File: src/rtl/pfm_pkg.sv
package pfm_pkg;

	// ----------------------------------------------------------------
	// register map and field layout
	// ----------------------------------------------------------------
	localparam int          PFM_AW          = 5;
	localparam logic [4:0]  PFM_OFF_PA_CTL  = 5'h00;
	localparam logic [4:0]  PFM_OFF_PB_CTL  = 5'h04;
	localparam logic [4:0]  PFM_OFF_PC_CTL  = 5'h08;
	localparam logic [4:0]  PFM_OFF_FSH     = 5'h0C;
	localparam logic [4:0]  PFM_OFF_PD_CTL  = 5'h10;
	localparam logic [4:0]  PFM_OFF_LED     = 5'h14;
	localparam logic [4:0]  PFM_OFF_MISC    = 5'h18;
	localparam logic [4:0]  PFM_OFF_STATUS  = 5'h1C;

	// byte lanes inside a port control word
	localparam int          PFM_F_OUT       = 0;
	localparam int          PFM_F_DIR       = 8;
	localparam int          PFM_F_AFEN      = 16;
	localparam int          PFM_F_FSL       = 24;
	// port d control bits
	localparam int          PFM_D_OUT       = 0;
	localparam int          PFM_D_DIR       = 1;
	localparam int          PFM_D_AFEN      = 2;
	localparam int          PFM_D_HD        = 3;
	// misc bits
	localparam int          PFM_M_LARGE     = 0;
	// status layout
	localparam int          PFM_S_B         = 8;
	localparam int          PFM_S_C         = 16;
	localparam int          PFM_S_D         = 24;
	localparam int          PFM_S_XTAL      = 25;
	localparam int          PFM_S_WOSC      = 26;

	// writable bits per register
	localparam logic [31:0] PFM_MASK_WIDE   = 32'hFFFFFFFF;
	localparam logic [31:0] PFM_MASK_NARROW = 32'h0F0F0F0F;
	localparam logic [31:0] PFM_MASK_FSH    = 32'h000F0FFF;
	localparam logic [31:0] PFM_MASK_PD     = 32'h0000000F;
	localparam logic [31:0] PFM_MASK_LED    = 32'h000000FF;
	localparam logic [31:0] PFM_MASK_MISC   = 32'h00000001;

	// reset values: port d bit 0 starts in its reset role
	localparam logic [31:0] PFM_RST_PORT    = 32'h00000000;
	localparam logic [31:0] PFM_RST_PD      = 32'h00000004;
	localparam logic [1:0]  PFM_RESP_OKAY   = 2'h0;
	localparam logic [1:0]  PFM_RESP_SLVERR = 2'h2;

	// ----------------------------------------------------------------
	// types
	// ----------------------------------------------------------------
	typedef enum logic [1:0] {
		PFM_LED_3MA  = 2'h0,
		PFM_LED_7MA  = 2'h1,
		PFM_LED_13MA = 2'h2,
		PFM_LED_20MA = 2'h3
	} pfm_led_level_t;

	typedef enum logic [3:0] {
		PFM_SEL_PA, PFM_SEL_PB, PFM_SEL_PC, PFM_SEL_FSH, PFM_SEL_PD,
		PFM_SEL_LED, PFM_SEL_MISC, PFM_SEL_STATUS, PFM_SEL_NONE
	} pfm_reg_sel_t;

	// signals driven by the peripherals toward the pins
	typedef struct packed {
		logic t0_comp_o;
		logic t0_comp_oe;
		logic t0_out_o;
		logic uart_de_o;
		logic uart_txd_o;
		logic t1_comp_o;
		logic t1_comp_oe;
		logic t1_out_o;
		logic t2_comp_o;
		logic t2_comp_oe;
		logic t2_out_o;
		logic i2c_scl_low;
		logic i2c_sda_low;
		logic cmp0_o;
	} pfm_periph_out_t;

	// pin levels handed to the peripherals
	typedef struct packed {
		logic t0_in;
		logic uart_cts;
		logic uart_rxd;
		logic t1_in;
		logic t2_in;
		logic i2c_scl;
		logic i2c_sda;
		logic ext_clk;
		logic ext_reset_n;
	} pfm_periph_in_t;

	// idle levels: rxd, i2c and reset lines high, the rest low
	localparam pfm_periph_in_t PFM_PIN_IN_RST = 9'h04D;

endpackage

File: src/rtl/pfm_port_mux.sv
`timescale 1ns/100ps
module pfm_port_mux (
	input  wire logic                       aclk,
	input  wire logic                       aresetn,
	input  wire logic [pfm_pkg::PFM_AW-1:0] s_axi_awaddr,
	input  wire logic                       s_axi_awvalid,
	output logic                            s_axi_awready,
	input  wire logic [31:0]                s_axi_wdata,
	input  wire logic [3:0]                 s_axi_wstrb,
	input  wire logic                       s_axi_wvalid,
	output logic                            s_axi_wready,
	output logic [1:0]                      s_axi_bresp,
	output logic                            s_axi_bvalid,
	input  wire logic                       s_axi_bready,
	input  wire logic [pfm_pkg::PFM_AW-1:0] s_axi_araddr,
	input  wire logic                       s_axi_arvalid,
	output logic                            s_axi_arready,
	output logic [31:0]                     s_axi_rdata,
	output logic [1:0]                      s_axi_rresp,
	output logic                            s_axi_rvalid,
	input  wire logic                       s_axi_rready,
	input  wire logic                       xtal_osc_en,
	input  wire logic                       watch_osc_en,
	input  wire logic                       reset_out_req,
	input  wire pfm_pkg::pfm_periph_out_t   periph_o,
	output pfm_pkg::pfm_periph_in_t         periph_i,
	input  wire logic [7:0]                 port_a_i,
	output logic [7:0]                      port_a_o,
	output logic [7:0]                      port_a_oe,
	input  wire logic [3:0]                 port_b_i,
	output logic [3:0]                      port_b_o,
	output logic [3:0]                      port_b_oe,
	input  wire logic [3:0]                 port_c_i,
	output logic [3:0]                      port_c_o,
	output logic [3:0]                      port_c_oe,
	input  wire logic                       port_d_bit0_pin_i,
	output logic                            port_d_bit0_pin_o,
	output logic                            port_d_bit0_pin_oe,
	output logic                            pd0_pullup_en,
	output logic                            pd0_high_drive,
	output logic [3:0]                      led_sink_en,
	output pfm_pkg::pfm_led_level_t [3:0]   led_level,
	output logic [5:0]                      analog_route_en
);
	import pfm_pkg::*;

	// ----------------------------------------------------------------
	// register bus decode
	// ----------------------------------------------------------------
	function automatic pfm_reg_sel_t reg_sel(input logic [PFM_AW-1:0] a);
		case (a)
			PFM_OFF_PA_CTL: reg_sel = PFM_SEL_PA;
			PFM_OFF_PB_CTL: reg_sel = PFM_SEL_PB;
			PFM_OFF_PC_CTL: reg_sel = PFM_SEL_PC;
			PFM_OFF_FSH:    reg_sel = PFM_SEL_FSH;
			PFM_OFF_PD_CTL: reg_sel = PFM_SEL_PD;
			PFM_OFF_LED:    reg_sel = PFM_SEL_LED;
			PFM_OFF_MISC:   reg_sel = PFM_SEL_MISC;
			PFM_OFF_STATUS: reg_sel = PFM_SEL_STATUS;
			default:        reg_sel = PFM_SEL_NONE;
		endcase
	endfunction
	function automatic logic [31:0] merge(input logic [31:0] old,
		input logic [31:0] d, input logic [3:0] strb,
		input logic [31:0] mask);
		logic [31:0] m;
		m = {{8{strb[3]}}, {8{strb[2]}}, {8{strb[1]}}, {8{strb[0]}}};
		merge = ((old & ~m) | (d & m)) & mask;
	endfunction

	logic                  aw_hold_reg;
	logic                  w_hold_reg;
	logic [PFM_AW-1:0]     awaddr_reg;
	logic [31:0]           wdata_reg;
	logic [3:0]            wstrb_reg;
	logic [31:0]           pa_reg, pb_reg, pc_reg, fsh_reg;
	logic [31:0]           pd_reg, led_reg, misc_reg;
	logic [16:0]           sync1_reg, sync2_reg;
	pfm_reg_sel_t          wsel, rsel;
	logic                  do_write;
	logic [31:0]           rd_word;
	logic [31:0]           status_word;
	// one write and one read may be outstanding; both addr and data
	// are parked until the pair is complete, in either order
	assign s_axi_awready = !aw_hold_reg;
	assign s_axi_wready  = !w_hold_reg;
	assign s_axi_arready = !s_axi_rvalid;
	assign do_write      = aw_hold_reg && w_hold_reg && !s_axi_bvalid;
	assign wsel          = reg_sel(awaddr_reg);
	assign rsel          = reg_sel(s_axi_araddr);
	// pd0 wake enable is not implemented, so no such bit is stored
	assign status_word = {5'h00, watch_osc_en, xtal_osc_en,
		sync2_reg[16], 4'h0, sync2_reg[15:12], 4'h0,
		sync2_reg[11:8], sync2_reg[7:0]};
	// read mux
	always_comb begin
		case (rsel)
			PFM_SEL_PA:     rd_word = pa_reg;
			PFM_SEL_PB:     rd_word = pb_reg;
			PFM_SEL_PC:     rd_word = pc_reg;
			PFM_SEL_FSH:    rd_word = fsh_reg;
			PFM_SEL_PD:     rd_word = pd_reg;
			PFM_SEL_LED:    rd_word = led_reg;
			PFM_SEL_MISC:   rd_word = misc_reg;
			PFM_SEL_STATUS: rd_word = status_word;
			default:        rd_word = 32'h00000000;
		endcase
	end
	// write channel capture and response
	always_ff @(posedge aclk) begin
		if (!aresetn) begin
			aw_hold_reg  <= 1'b0;
			w_hold_reg   <= 1'b0;
			awaddr_reg   <= '0;
			wdata_reg    <= 32'h00000000;
			wstrb_reg    <= 4'h0;
			s_axi_bvalid <= 1'b0;
			s_axi_bresp  <= PFM_RESP_OKAY;
		end else begin
			if (s_axi_awvalid && !aw_hold_reg) begin
				aw_hold_reg <= 1'b1;
				awaddr_reg  <= s_axi_awaddr;
			end
			if (s_axi_wvalid && !w_hold_reg) begin
				w_hold_reg <= 1'b1;
				wdata_reg  <= s_axi_wdata;
				wstrb_reg  <= s_axi_wstrb;
			end
			if (do_write) begin
				aw_hold_reg  <= 1'b0;
				w_hold_reg   <= 1'b0;
				s_axi_bvalid <= 1'b1;
				s_axi_bresp  <= (wsel == PFM_SEL_NONE ||
					wsel == PFM_SEL_STATUS) ? PFM_RESP_SLVERR : PFM_RESP_OKAY;
			end else if (s_axi_bready) begin
				s_axi_bvalid <= 1'b0;
			end
		end
	end
	// configuration registers; status is read-only
	always_ff @(posedge aclk) begin
		if (!aresetn) begin
			pa_reg   <= PFM_RST_PORT;
			pb_reg   <= PFM_RST_PORT;
			pc_reg   <= PFM_RST_PORT;
			fsh_reg  <= PFM_RST_PORT;
			pd_reg   <= PFM_RST_PD;
			led_reg  <= PFM_RST_PORT;
			misc_reg <= PFM_RST_PORT;
		end else if (do_write) begin
			case (wsel)
				PFM_SEL_PA:   pa_reg   <= merge(pa_reg, wdata_reg,
					wstrb_reg, PFM_MASK_WIDE);
				PFM_SEL_PB:   pb_reg   <= merge(pb_reg, wdata_reg,
					wstrb_reg, PFM_MASK_NARROW);
				PFM_SEL_PC:   pc_reg   <= merge(pc_reg, wdata_reg,
					wstrb_reg, PFM_MASK_NARROW);
				// kept for software, steers nothing
				PFM_SEL_FSH:  fsh_reg  <= merge(fsh_reg, wdata_reg,
					wstrb_reg, PFM_MASK_FSH);
				PFM_SEL_PD:   pd_reg   <= merge(pd_reg, wdata_reg,
					wstrb_reg, PFM_MASK_PD);
				PFM_SEL_LED:  led_reg  <= merge(led_reg, wdata_reg,
					wstrb_reg, PFM_MASK_LED);
				PFM_SEL_MISC: misc_reg <= merge(misc_reg, wdata_reg,
					wstrb_reg, PFM_MASK_MISC);
				default:      misc_reg <= misc_reg;
			endcase
		end
	end
	// read channel
	always_ff @(posedge aclk) begin
		if (!aresetn) begin
			s_axi_rvalid <= 1'b0;
			s_axi_rdata  <= 32'h00000000;
			s_axi_rresp  <= PFM_RESP_OKAY;
		end else if (s_axi_arvalid && !s_axi_rvalid) begin
			s_axi_rvalid <= 1'b1;
			s_axi_rdata  <= rd_word;
			s_axi_rresp  <= (rsel == PFM_SEL_NONE) ? PFM_RESP_SLVERR
				: PFM_RESP_OKAY;
		end else if (s_axi_rready) begin
			s_axi_rvalid <= 1'b0;
		end
	end
	// ----------------------------------------------------------------
	// pin input synchroniser
	// ----------------------------------------------------------------
	// pads are asynchronous to aclk; stage one feeds stage two only
	always_ff @(posedge aclk) begin
		if (!aresetn) begin
			sync1_reg <= '0;
			sync2_reg <= '0;
		end else begin
			sync1_reg <= {port_d_bit0_pin_i, port_c_i, port_b_i, port_a_i};
			sync2_reg <= sync1_reg;
		end
	end
	// ----------------------------------------------------------------
	// field views
	// ----------------------------------------------------------------
	logic [7:0] a_out, a_dir, a_afen, a_fsl;
	logic [3:0] b_out, b_dir, b_afen, b_fsl;
	logic [3:0] c_out, c_dir, c_afen, c_fsl;
	logic [7:0] a_sync, a_kill;
	logic [3:0] b_sync, c_sync;
	logic       large_pkg, pd_afen;

	assign a_out     = pa_reg[PFM_F_OUT  +: 8];
	assign a_dir     = pa_reg[PFM_F_DIR  +: 8];
	assign a_afen    = pa_reg[PFM_F_AFEN +: 8];
	assign a_fsl     = pa_reg[PFM_F_FSL  +: 8];
	assign b_out     = pb_reg[PFM_F_OUT  +: 4];
	assign b_dir     = pb_reg[PFM_F_DIR  +: 4];
	assign b_afen    = pb_reg[PFM_F_AFEN +: 4];
	assign b_fsl     = pb_reg[PFM_F_FSL  +: 4];
	assign c_out     = pc_reg[PFM_F_OUT  +: 4];
	assign c_dir     = pc_reg[PFM_F_DIR  +: 4];
	assign c_afen    = pc_reg[PFM_F_AFEN +: 4];
	assign c_fsl     = pc_reg[PFM_F_FSL  +: 4];
	assign a_sync    = sync2_reg[7:0];
	assign b_sync    = sync2_reg[11:8];
	assign c_sync    = sync2_reg[15:12];
	assign large_pkg = misc_reg[PFM_M_LARGE];
	assign pd_afen   = pd_reg[PFM_D_AFEN];
	// oscillators take their pins whatever else is set
	assign a_kill = {4'h0, {2{watch_osc_en}}, {2{xtal_osc_en}}};

	// ----------------------------------------------------------------
	// port a alternate functions
	// ----------------------------------------------------------------
	logic [7:0] alt_a_o, alt_a_oe, a_o_next, a_oe_next, a_live;
	logic       t2_sel;

	assign t2_sel = a_fsl[4] && !large_pkg;
	assign alt_a_o[0]  = !a_fsl[0] && periph_o.t0_comp_o;
	assign alt_a_oe[0] = !a_fsl[0] && periph_o.t0_comp_oe;
	assign alt_a_o[1]  = !a_fsl[1] && periph_o.t0_out_o;
	assign alt_a_oe[1] = !a_fsl[1];
	assign alt_a_o[2]  = !a_fsl[2] && periph_o.uart_de_o;
	assign alt_a_oe[2] = !a_fsl[2];
	assign alt_a_o[3]  = 1'b0;
	assign alt_a_oe[3] = 1'b0;
	assign alt_a_o[4]  = t2_sel && periph_o.t2_comp_o;
	assign alt_a_oe[4] = t2_sel && periph_o.t2_comp_oe;
	assign alt_a_o[5]  = a_fsl[5] ? (!large_pkg && periph_o.t2_out_o)
		: periph_o.uart_txd_o;
	assign alt_a_oe[5] = !a_fsl[5] || !large_pkg;
	// i2c lines are open-drain: drive low only
	assign alt_a_o[6]  = !a_fsl[6] && periph_o.t1_comp_o;
	assign alt_a_oe[6] = a_fsl[6] ? periph_o.i2c_scl_low
		: periph_o.t1_comp_oe;
	assign alt_a_o[7]  = !a_fsl[7] && periph_o.t1_out_o;
	assign alt_a_oe[7] = a_fsl[7] ? periph_o.i2c_sda_low : 1'b1;
	// override first, then peripheral, then plain port
	genvar gi;
	generate
		for (gi = 0; gi < 8; gi++) begin : g_pa
			assign a_o_next[gi]  = !a_kill[gi] && (a_afen[gi]
				? alt_a_o[gi] : a_out[gi]);
			assign a_oe_next[gi] = !a_kill[gi] && (a_afen[gi]
				? alt_a_oe[gi] : a_dir[gi]);
			assign a_live[gi]    = a_afen[gi] && !a_kill[gi];
		end
	endgenerate
	// ----------------------------------------------------------------
	// ports b and c
	// ----------------------------------------------------------------
	logic [3:0] b_o_next, b_oe_next, c_o_next, c_oe_next;
	logic [3:0] alt_c_oe, led_next;
	logic [5:0] ana_next;
	// port b alternate uses are all inputs, so the driver is off
	assign b_o_next  = b_out & ~b_afen;
	assign b_oe_next = b_dir & ~b_afen;
	// led sink only exists on port c, selected by a set fsl bit
	assign led_next  = c_afen & c_fsl;
	assign alt_c_oe  = {!c_fsl[3], 3'h0};
	assign c_o_next  = {c_afen[3] ? (!c_fsl[3] && periph_o.cmp0_o)
		: c_out[3], c_out[2:0] & ~c_afen[2:0]};
	assign c_oe_next = (c_afen & alt_c_oe) | (~c_afen & c_dir);
	assign ana_next  = {led_next[2:0], b_afen[3] && b_fsl[3],
		b_afen[1:0] & b_fsl[1:0]};
	// ----------------------------------------------------------------
	// port d bit 0 and peripheral inputs
	// ----------------------------------------------------------------
	logic           d_o_next, d_oe_next, d_pullup_next;
	pfm_periph_in_t pin_next;
	// reset role: open-drain pulldown only on request, pulled up
	assign d_oe_next     = pd_afen ? reset_out_req : pd_reg[PFM_D_DIR];
	assign d_o_next      = !pd_afen && pd_reg[PFM_D_OUT];
	assign d_pullup_next = pd_afen;
	// idle-high lines read high when not routed
	assign pin_next.t0_in    = a_live[0] && !a_fsl[0] && a_sync[0];
	assign pin_next.uart_cts = a_live[3] && !a_fsl[3] && a_sync[3];
	assign pin_next.uart_rxd = !(a_afen[4] && !a_fsl[4]) || a_sync[4];
	assign pin_next.t2_in    = a_afen[4] && t2_sel && a_sync[4];
	assign pin_next.t1_in    = a_afen[6] && !a_fsl[6] && a_sync[6];
	assign pin_next.i2c_scl  = !(a_afen[6] && a_fsl[6]) || a_sync[6];
	assign pin_next.i2c_sda  = !(a_afen[7] && a_fsl[7]) || a_sync[7];
	assign pin_next.ext_clk  = b_afen[3] && !b_fsl[3] && b_sync[3];
	assign pin_next.ext_reset_n = !pd_afen || sync2_reg[16];
	// every pin-facing output is registered
	always_ff @(posedge aclk) begin
		if (!aresetn) begin
			port_a_o           <= 8'h00;
			port_a_oe          <= 8'h00;
			port_b_o           <= 4'h0;
			port_b_oe          <= 4'h0;
			port_c_o           <= 4'h0;
			port_c_oe          <= 4'h0;
			port_d_bit0_pin_o  <= 1'b0;
			port_d_bit0_pin_oe <= 1'b0;
			pd0_pullup_en      <= 1'b1;
			pd0_high_drive     <= 1'b0;
			led_sink_en        <= 4'h0;
			analog_route_en    <= 6'h00;
			periph_i           <= PFM_PIN_IN_RST;
		end else begin
			port_a_o           <= a_o_next;
			port_a_oe          <= a_oe_next;
			port_b_o           <= b_o_next;
			port_b_oe          <= b_oe_next;
			port_c_o           <= c_o_next;
			port_c_oe          <= c_oe_next;
			port_d_bit0_pin_o  <= d_o_next;
			port_d_bit0_pin_oe <= d_oe_next;
			pd0_pullup_en      <= d_pullup_next;
			pd0_high_drive     <= pd_reg[PFM_D_HD];
			led_sink_en        <= led_next;
			analog_route_en    <= ana_next;
			periph_i           <= pin_next;
		end
	end
	// levels straight from the led register, two bits per pin
	for (genvar gl = 0; gl < 4; gl++) begin : g_led
		assign led_level[gl] = pfm_led_level_t'(led_reg[2*gl+:2]);
	end
endmodule

File: config.mk
export PLATFORM = sky130hd
export DESIGN_NAME = pfm_port_mux
export DESIGN_NICKNAME = d
export VERILOG_FILES = /design/src/rtl/pfm_pkg.sv /design/src/rtl/pfm_port_mux.sv
export SDC_FILE = /design/constraint.sdc
export NUM_CORES = 1
export LEC_CHECK = 0
export ABC_CLOCK_PERIOD_IN_PS = 3000
export BUFFER_PORTS_ARGS = -buffer_cell sky130_fd_sc_hd__buf_2
export CORE_UTILIZATION = 59
export CTS_BUF_LIST = sky130_fd_sc_hd__clkbuf_16
export CTS_CLUSTER_DIAMETER = 40
export DETAILED_ROUTE_END_ITERATION = 16
export GPL_ROUTABILITY_DRIVEN = 0
export HOLD_SLACK_MARGIN = 0.03
export PLACE_DENSITY = 0.89
export SETUP_SLACK_MARGIN = 0.05
export SLEW_MARGIN = 5
export SYNTH_ARGS = -nofsm -noshare
export SYNTH_HDL_FRONTEND = slang
export SYNTH_SLANG_ARGS = --single-unit
File: constraint.sdc
create_clock -name aclk -period 3 [get_ports aclk]
set_clock_uncertainty 0.2 [all_clocks]
set_input_delay 0.6 -clock aclk [delete_from_list [all_inputs] [get_ports aclk]]
set_output_delay 0.6 -clock aclk [all_outputs]
set_load 0.05 [all_outputs]
# After elaboration in Yosys (flattened, before gate mapping)
# Memories as Yosys holds them, arrays and structs flattened. A register that Yosys moved wholly into a read port is not among the register bits.
# Index checks and enable logic that the tools add are counted.
[totals]
in_bits = 87
latchBits = 0
ram_bits = 0
register_bits = 263
rom_bits = 256
elab_cells = 196
mem_count = 2
[op_classes]
div = 0
bitwise_logic = 28
n_addsub = 0
n_eq_ne = 16
order_cmp = 0
n_shift = 0
reduce_logical = 80
mul = 0
mux = 30
[memory_table]
columns = ["memory", "depth", "word_bits", "rd", "rd_ports_with_merged_regs", "write_ports", "line_no", "text"]
rows = [
  ["(name not given)", 32, 4, 1, 0, 0, "pfm_port_mux.sv:51", "case (a)"],
  ["(name not given)", 32, 4, 1, 1, 0, "pfm_port_mux.sv:51", ""],
]
[op_table]
columns = ["operator", "n"]
rows = [
  ["32-bit one-hot mux with 8 select lines", 1],
  ["32-bit AND", 2],
  ["28-bit AND", 2],
  ["28-bit bitwise OR", 2],
  ["1-bit logical AND", 41],
  ["4-bit by 3-bit equality test with 1-bit output, second input constant", 8],
  ["32-bit NOT", 1],
  ["32-bit bitwise OR", 1],
  ["1-bit two-way mux", 25],
  ["4-bit AND", 6],
  ["1-bit zero test", 21],
  ["20-bit AND", 1],
  ["20-bit bitwise OR", 1],
  ["4-bit by 2-bit equality test with 1-bit output, second input constant", 4],
  ["2-bit AND reduction", 7],
  ["5-bit two-way mux", 2],
  ["8-bit AND", 1],
  ["4-bit by 1-bit equality test with 1-bit output, second input constant", 2],
  ["4-bit equality test, second input constant", 2],
  ["4-bit zero test", 2],
  ["4-bit NOT", 2],
  ["4-bit bitwise OR", 2],
  ["8-bit bitwise OR", 1],
  ["1-bit logical OR", 6],
  ["9 further kinds", 11],
]

# Depth between registers and ports, before layout
# Gate-level depths: netlist of run 1.
[depth]
ltp_word = 4
ltp_mapped = 7
depth_no_buf = 4

# Worst setup path before layout of run 1
# OpenSTA, ideal clock, no wires.
[synth_path]
kind = "register -> register"
start = "reg s_axi_rvalid"
end = "reg s_axi_rdata[18]"
setup_ns = 0.061
arrival_time_ns = 1.928
period_less_slack_ns = 2.188
required_ns = 2.739
stages_incl_launch_ff = 5
path_slack_ns = 0.812
cell_sequence = "dfxtp_1 -> inv_1 -> a21oi_1 -> clkbuf_1 -> a221o_1"
[synth_between]
elab_chain_cells = 2
[synth_rtl]
columns = ["element", "line_no", "text"]
rows = [
  ["start: declaration", "pfm_port_mux.sv:20", "output logic s_axi_rvalid,"],
  ["start signal: assignment", "pfm_port_mux.sv:174", "s_axi_rvalid <= 1'b0;"],
  ["start signal: assignment", "pfm_port_mux.sv:178", "s_axi_rvalid <= 1'b1;"],
  ["start signal: assignment", "pfm_port_mux.sv:183", "s_axi_rvalid <= 1'b0;"],
  ["1-bit zero test", "--", ""],
  ["named net s_axi_arready", "pfm_port_mux.sv:17", "output logic s_axi_arready,"],
  ["1-bit logical AND", "pfm_port_mux.sv:177", "end else if (s_axi_arvalid && !s_axi_rvalid) begin"],
  ["end signal: assignment", "pfm_port_mux.sv:179", "s_axi_rdata <= rd_word;"],
  ["end: declaration", "pfm_port_mux.sv:18", "output logic [31:0] s_axi_rdata,"],
]
# The timed path passes the listed nets, and every way through them passes these cells.
# A chain may end at the register's enable or synchronous reset.

==> flow_metrics.env, run 1 <==
export IMPL_slowest_stage="nor2_1"
export IMPL_path_delay_family="simple AND/OR/NAND/NOR gates"
export IMPL_via_per_inst=6.03
export IMPL_antenna_left=0
export IMPL_p_total_mw=7.42
export IMPL_r2r_start="wsel[2]"
export IMPL_fin_setup_tns_ps=0
export IMPL_cts_root_buf="clkbuf_16"
export IMPL_path_depth=4
export IMPL_final_util=0.728
export IMPL_cts_max_level=1
export IMPL_initialDrtViolationCount=1021
export IMPL_clock_sinks=262
export IMPL_worst_pin_slew_ps=901
export IMPL_gr_usage_met1=0.405
export IMPL_fill_cells=1102
export IMPL_drive_gt1_frac=0.225
export IMPL_arrival_ps=2510
export IMPL_hold_path_depth=2
export IMPL_path_clk_slew_ps=60
export IMPL_period_share=0.774
export IMPL_synth_distinct_cells=55
export IMPL_grt_max_degree=93
export IMPL_grt_pass1_vias=8046
export IMPL_whs_ps=70.2
export IMPL_grt_usage=0.330
export IMPL_dr_total_vias=8519
export IMPL_detail_route_wl_per_cell_um=19.4
export IMPL_rsz0062_at_grt="false"
export IMPL_max_freq_ghz=0.431
export IMPL_startpoint_type="flip-flop"
export IMPL_powerDensity_nw_per_um2=646
export IMPL_cts_resized_gates=0
export IMPL_antenna_found_initial=1
export IMPL_grtUsageMet2=0.537
export IMPL_r2r_worst_path_cells=4
export IMPL_grt_pass1_wl_mm=42.2
export IMPL_hold_viol=0
export IMPL_leakagePower_nw=4.64
export IMPL_cp_slowest_stage_delay_ps=700
export IMPL_cp_end_kind="flip-flop"
export IMPL_post_cts_setup_buffer_count=0
export IMPL_busiest_layer="met2"
export IMPL_drc=0
export IMPL_reg2reg_slack_ps=680
export IMPL_yosysWarnings=0
export IMPL_min_period_ps=2320
export IMPL_multiInputGateArea_um2=3910
export IMPL_fin_ws_ps=679
export IMPL_ff_latch_area_um2=5250
export IMPL_core_area_um2=15800
export IMPL_synth_seq_cells=262
export IMPL_fp_row_count=46
export IMPL_syn_mean_instance_area_um2=9.47
export IMPL_cts_buffer_depth=3
export IMPL_initial_core_util=0.602
export IMPL_clock_latency_ps=530
export IMPL_hold_end="sync1_reg[5]"
export IMPL_met3_usage=0.0753
export IMPL_overflow=0
export IMPL_ir_worst_vdd_v=0.000436
export IMPL_setup_viol=0
export IMPL_die_x_um=129
export IMPL_min_from="port_a_i[5]"
export IMPL_path_max_fanout=15
export IMPL_place_ws_ps=549
export IMPL_postSynthCellCount=1002
export IMPL_required_ps=3190
export IMPL_dieArea_um2=16600
export IMPL_status="finished, final reports clean"
export IMPL_yosysSeqAreaShare=0.553
export IMPL_slew_violations=0
export IMPL_synth_edf_count=0
export IMPL_dr_pass1_iters=5
export IMPL_routed_wl_mm=27.3
export IMPL_ctsHoldBuffers=0
export IMPL_post_dp_hpwl_mm=18.3
export IMPL_synth_area_um2=9490
export IMPL_maxCapViolCount=0
export IMPL_synth_top_flop_cell="dfxtp_1"
export IMPL_max_slew_margin=0.397
export IMPL_path_class="flip-flop to flip-flop"
export IMPL_die_height_um=129
export IMPL_min_path_type="input pin to flip-flop"
export IMPL_tritoncts="built"
export IMPL_async_flop_share=0
export IMPL_fin_nets=1262
export IMPL_syn_to_final_growth_pct=21.0
export IMPL_cts_made_buffers=29
export IMPL_worst_path_buf_inv=0
export IMPL_ioPinCount=191
export IMPL_port_buffers=188
export IMPL_path_cells="nor2_1, nand4_1, nand3_1, o21ai_0"
## cells by family (layout without fill, tap and decap cells)
family	Yosys count	in the layout	share of synthesized area
and+or+nand+nor	419	419	0.231
DFF	262	262	0.553
AOI/OAI and AO/OA	200	200	0.124
buffers and inverters	75	267	0.0360
muxes	45	45	0.0555
other	1	3	0.000395
## layer usage
metal | part of all wire | routed length (um)
met3 | 0.10 | 2870
met5 | 0 | 0
met2 | 0.47 | 12700
met4 | 0.052 | 1420
met1 | 0.38 | 10300
## layout by cell type (no fill, tap or decap), types with 15 or more instances in the layout
cell type  synthesis  layout
a21oi_1           54      54
a22oi_1           16      16
and2_1            38      38
buf_2             12     187
buf_4             10      19
clkbuf_16          0      29
dfxtp_1          262     262
mux2i_1           38      38
nand2_1          122     122
nand2b_1          15      15
nand3_1           88      88
nand4_1           15      15
nor2_1            57      57
nor3b_1           18      18
o21ai_0           93      93
## power breakdown
part / total, mW / internal, mW / switching, mW
combinational: 0.391 / 0.129 / 0.263
sequential: 3.59 / 3.55 / 0.0476
clock: 3.43 / 2.02 / 1.41
## synth_stat cells (13+ instances only)
master / count / area [um2]
dfxtp_1: 262 / 5250
nand3_1: 88 / 440
nand2b_1: 15 / 93.8
o21ai_0: 93 / 465
clkbuf_1: 38 / 143
nor3b_1: 18 / 135
nand4_1: 15 / 93.8
mux2i_1: 38 / 380
nor3_1: 13 / 65.1
nand2_1: 122 / 458
a22oi_1: 16 / 120
a21oi_1: 54 / 270
nor2_1: 57 / 214
and2_1: 38 / 238
## stage by stage
stage / instances / cell area [um2]
2_1_floorplan: 1003 / 9500
3_3_place_gp: 1360 / 10600
3_5_place_dp: 1360 / 10600
4_1_cts: 1411 / 11500
5_1_grt: 1412 / 11500
6_report: 1412 / 11500
## worst max path at each step
stage / start / end / slack, ps
floorplan: s_axi_rvalid / s_axi_rdata[18] / 810
global placement: s_axi_araddr[3] / s_axi_rdata[1] / 610
detailed placement: s_axi_araddr[3] / s_axi_rdata[1] / 550
CTS: wsel[2] / flip-flop / 760
global route: wsel[2] / flip-flop / 610
finish: wsel[2] / flip-flop / 680
## final cells by class
type | count | share of cell area
Antenna cell | 1 | 0.000218
Clock buffer | 29 | 0.0632
Clock inverter | 22 | 0.0170
Inverter | 9 | 0.00294
Multi-Input combinational cell | 666 | 0.341
Sequential cell | 262 | 0.457
Tap cell | 216 | 0.0235
Timing Repair Buffer | 207 | 0.0957
Note: power is estimated with default switching activity, not from simulation.
==> inputs of run 2 (changes only) <==
--- a/config.mk
+++ b/config.mk
@@ -5,15 +5,15 @@
 export SDC_FILE = /design/constraint.sdc
 export NUM_CORES = 1
 export LEC_CHECK = 0
-export ABC_CLOCK_PERIOD_IN_PS = 3000
+export ABC_CLOCK_PERIOD_IN_PS = 2130
 export BUFFER_PORTS_ARGS = -buffer_cell sky130_fd_sc_hd__buf_2
-export CORE_UTILIZATION = 59
+export CORE_UTILIZATION = 49
 export CTS_BUF_LIST = sky130_fd_sc_hd__clkbuf_16
 export CTS_CLUSTER_DIAMETER = 40
 export DETAILED_ROUTE_END_ITERATION = 16
 export GPL_ROUTABILITY_DRIVEN = 0
 export HOLD_SLACK_MARGIN = 0.03
-export PLACE_DENSITY = 0.89
+export PLACE_DENSITY = 0.79
 export SETUP_SLACK_MARGIN = 0.05
 export SLEW_MARGIN = 5
 export SYNTH_ARGS = -nofsm -noshare
==> constraint.sdc (replaced) <==
create_clock -name aclk -period 2.13 [get_ports aclk]
set_clock_uncertainty 0.2 [all_clocks]
set_input_delay 0.426 -clock aclk [delete_from_list [all_inputs] [get_ports aclk]]
set_output_delay 0.426 -clock aclk [all_outputs]
set_load 0.05 [all_outputs]
==> flow_metrics.env, run 2 (synthesis gave the netlist of run 1 again) <==
export IMPL_drive_gt1_frac=0.226
export IMPL_routed_wl_mm=27.8
export IMPL_path_max_fanout=5
export IMPL_layout_common_cells="dfxtp_1 (261), buf_2 (187), nand2_1 (122)"
export IMPL_core_area_um2=18800
export IMPL_initialDrtViolationCount=617
export IMPL_fin_setup_tns_ps=0
export IMPL_path_class="flip-flop to primary output"
export IMPL_antenna_found_initial=0
export IMPL_fin_nets=1358
export IMPL_whs_ps=82.4
export IMPL_fin_ws_ps=221
export IMPL_setup_viol=0
export IMPL_clock_latency_ps=540
export IMPL_min_path_type="input pin to flip-flop"
export IMPL_drc=0
export IMPL_port_buffers=188
export IMPL_max_freq_ghz=0.524
export IMPL_final_area_um2=12500
export IMPL_startpoint_type="flip-flop"
export IMPL_fin_cells=1554
export IMPL_detail_route_wl_per_cell_um=17.9
export IMPL_cts_buffer_depth=3
export IMPL_overflow=0
export IMPL_max_slew_margin=0.638
export IMPL_die_height_um=141
export IMPL_die_x_um=141
export IMPL_cts_root_buf="clkbuf_16"
export IMPL_fp_row_count=50
export IMPL_ioPinCount=191
export IMPL_antenna_left=0
export IMPL_leakagePower_nw=5.06
export IMPL_dr_total_vias=8496
export IMPL_required_ps=1500
export IMPL_hold_viol=0
export IMPL_powerDensity_nw_per_um2=853
export IMPL_period_share=0.896
export IMPL_cts_max_level=1
export IMPL_final_util=0.664
export IMPL_final_common_cell="dfxtp_1"
export IMPL_grt_max_degree=82
export IMPL_place_inst=1422
export IMPL_antenna_cells=0
export IMPL_min_period_ps=1910
export IMPL_cp_end_kind="primary output"
export IMPL_grt_usage=0.276
export IMPL_p_total_mw=10.7
export IMPL_worst_pin_slew_ps=539
export IMPL_path_clk_slew_ps=60
export IMPL_cts_made_buffers=30
export IMPL_slew_violations=0
export IMPL_clock_sinks=262
export IMPL_maxCapViolCount=0
export IMPL_post_dp_hpwl_mm=18.6
export IMPL_status="finished, final reports clean"
export IMPL_grt_pass1_wl_mm=43.4
export IMPL_grt_pass1_vias=8105
export IMPL_initial_core_util=0.504
export IMPL_place_ws_ps=50.9
export IMPL_placed_cell_area_um2=10800
export IMPL_syn_to_final_growth_pct=31.7
export IMPL_via_per_inst=5.47
export IMPL_dieArea_um2=19900
export IMPL_dr_pass1_iters=5
export IMPL_rsz0062_at_grt="false"
export IMPL_tritoncts="built"
export IMPL_post_cts_setup_buffer_count=0
export IMPL_cts_resized_gates=0
export IMPL_arrival_ps=1280
export IMPL_ir_worst_vdd_v=0.000613
[run 2: cell count changes in the layout (fill, tap and decap cells not counted), sizes merged]
cell,change
dlygate4sd3,+77
buf,+18
clkinv,+3
clkinvlp,+3
inv,-3
clkbuf,+2
bufinv,-1
diode,-1
[run 2: final timing paths]
kind / start / endpoint / slack (ps) / cells past startpoint
min reg2reg: sync1_reg[9] / sync2_reg[9] / 230 / 1
max: s_axi_rvalid / s_axi_arready / 220 / 2
min: aresetn / s_axi_rdata[0] / 80 / 3
max reg2reg: aw_hold_reg / flip-flop / 250 / 5
[run 2: layout make-up]
type	count	area, um2
clock inverters	24	188
multi-input cells	666	3910
fillers	1434	6330
well taps	260	325
repair buffers	302	2020
clock buffers	31	776
inverters	9	33.8
flip-flops and latches	262	5250
[run 2: power breakdown]
part           switching (mW)  internal, mW  total [mW]
clock network            2.02          2.89        4.91
logic                   0.395         0.291       0.686
registers              0.0675          5.00        5.06
[run 2: repair_timing]
| action | in CTS | in global routing |
|---|---|---|
| hold buffers | 77 | 0 |
| setup endpoints to repair | 0 | 0 |
| hold endpoints to repair | 78 | 0 |
[run 2: routing by layer]
| layer | global-route usage | routed length (um) |
|---|---|---|
| met1 | 0.365 | 11700 |
| met2 | 0.464 | 13000 |
| met3 | 0.0489 | 2470 |
| met4 | 0.0761 | 616 |
| met5 | 0 | 0 |
[run 2: worst max-delay path: stages (launching register included)]
cell	delay, ps
dfxtp_2	370
inv_1	100
buf_2	270
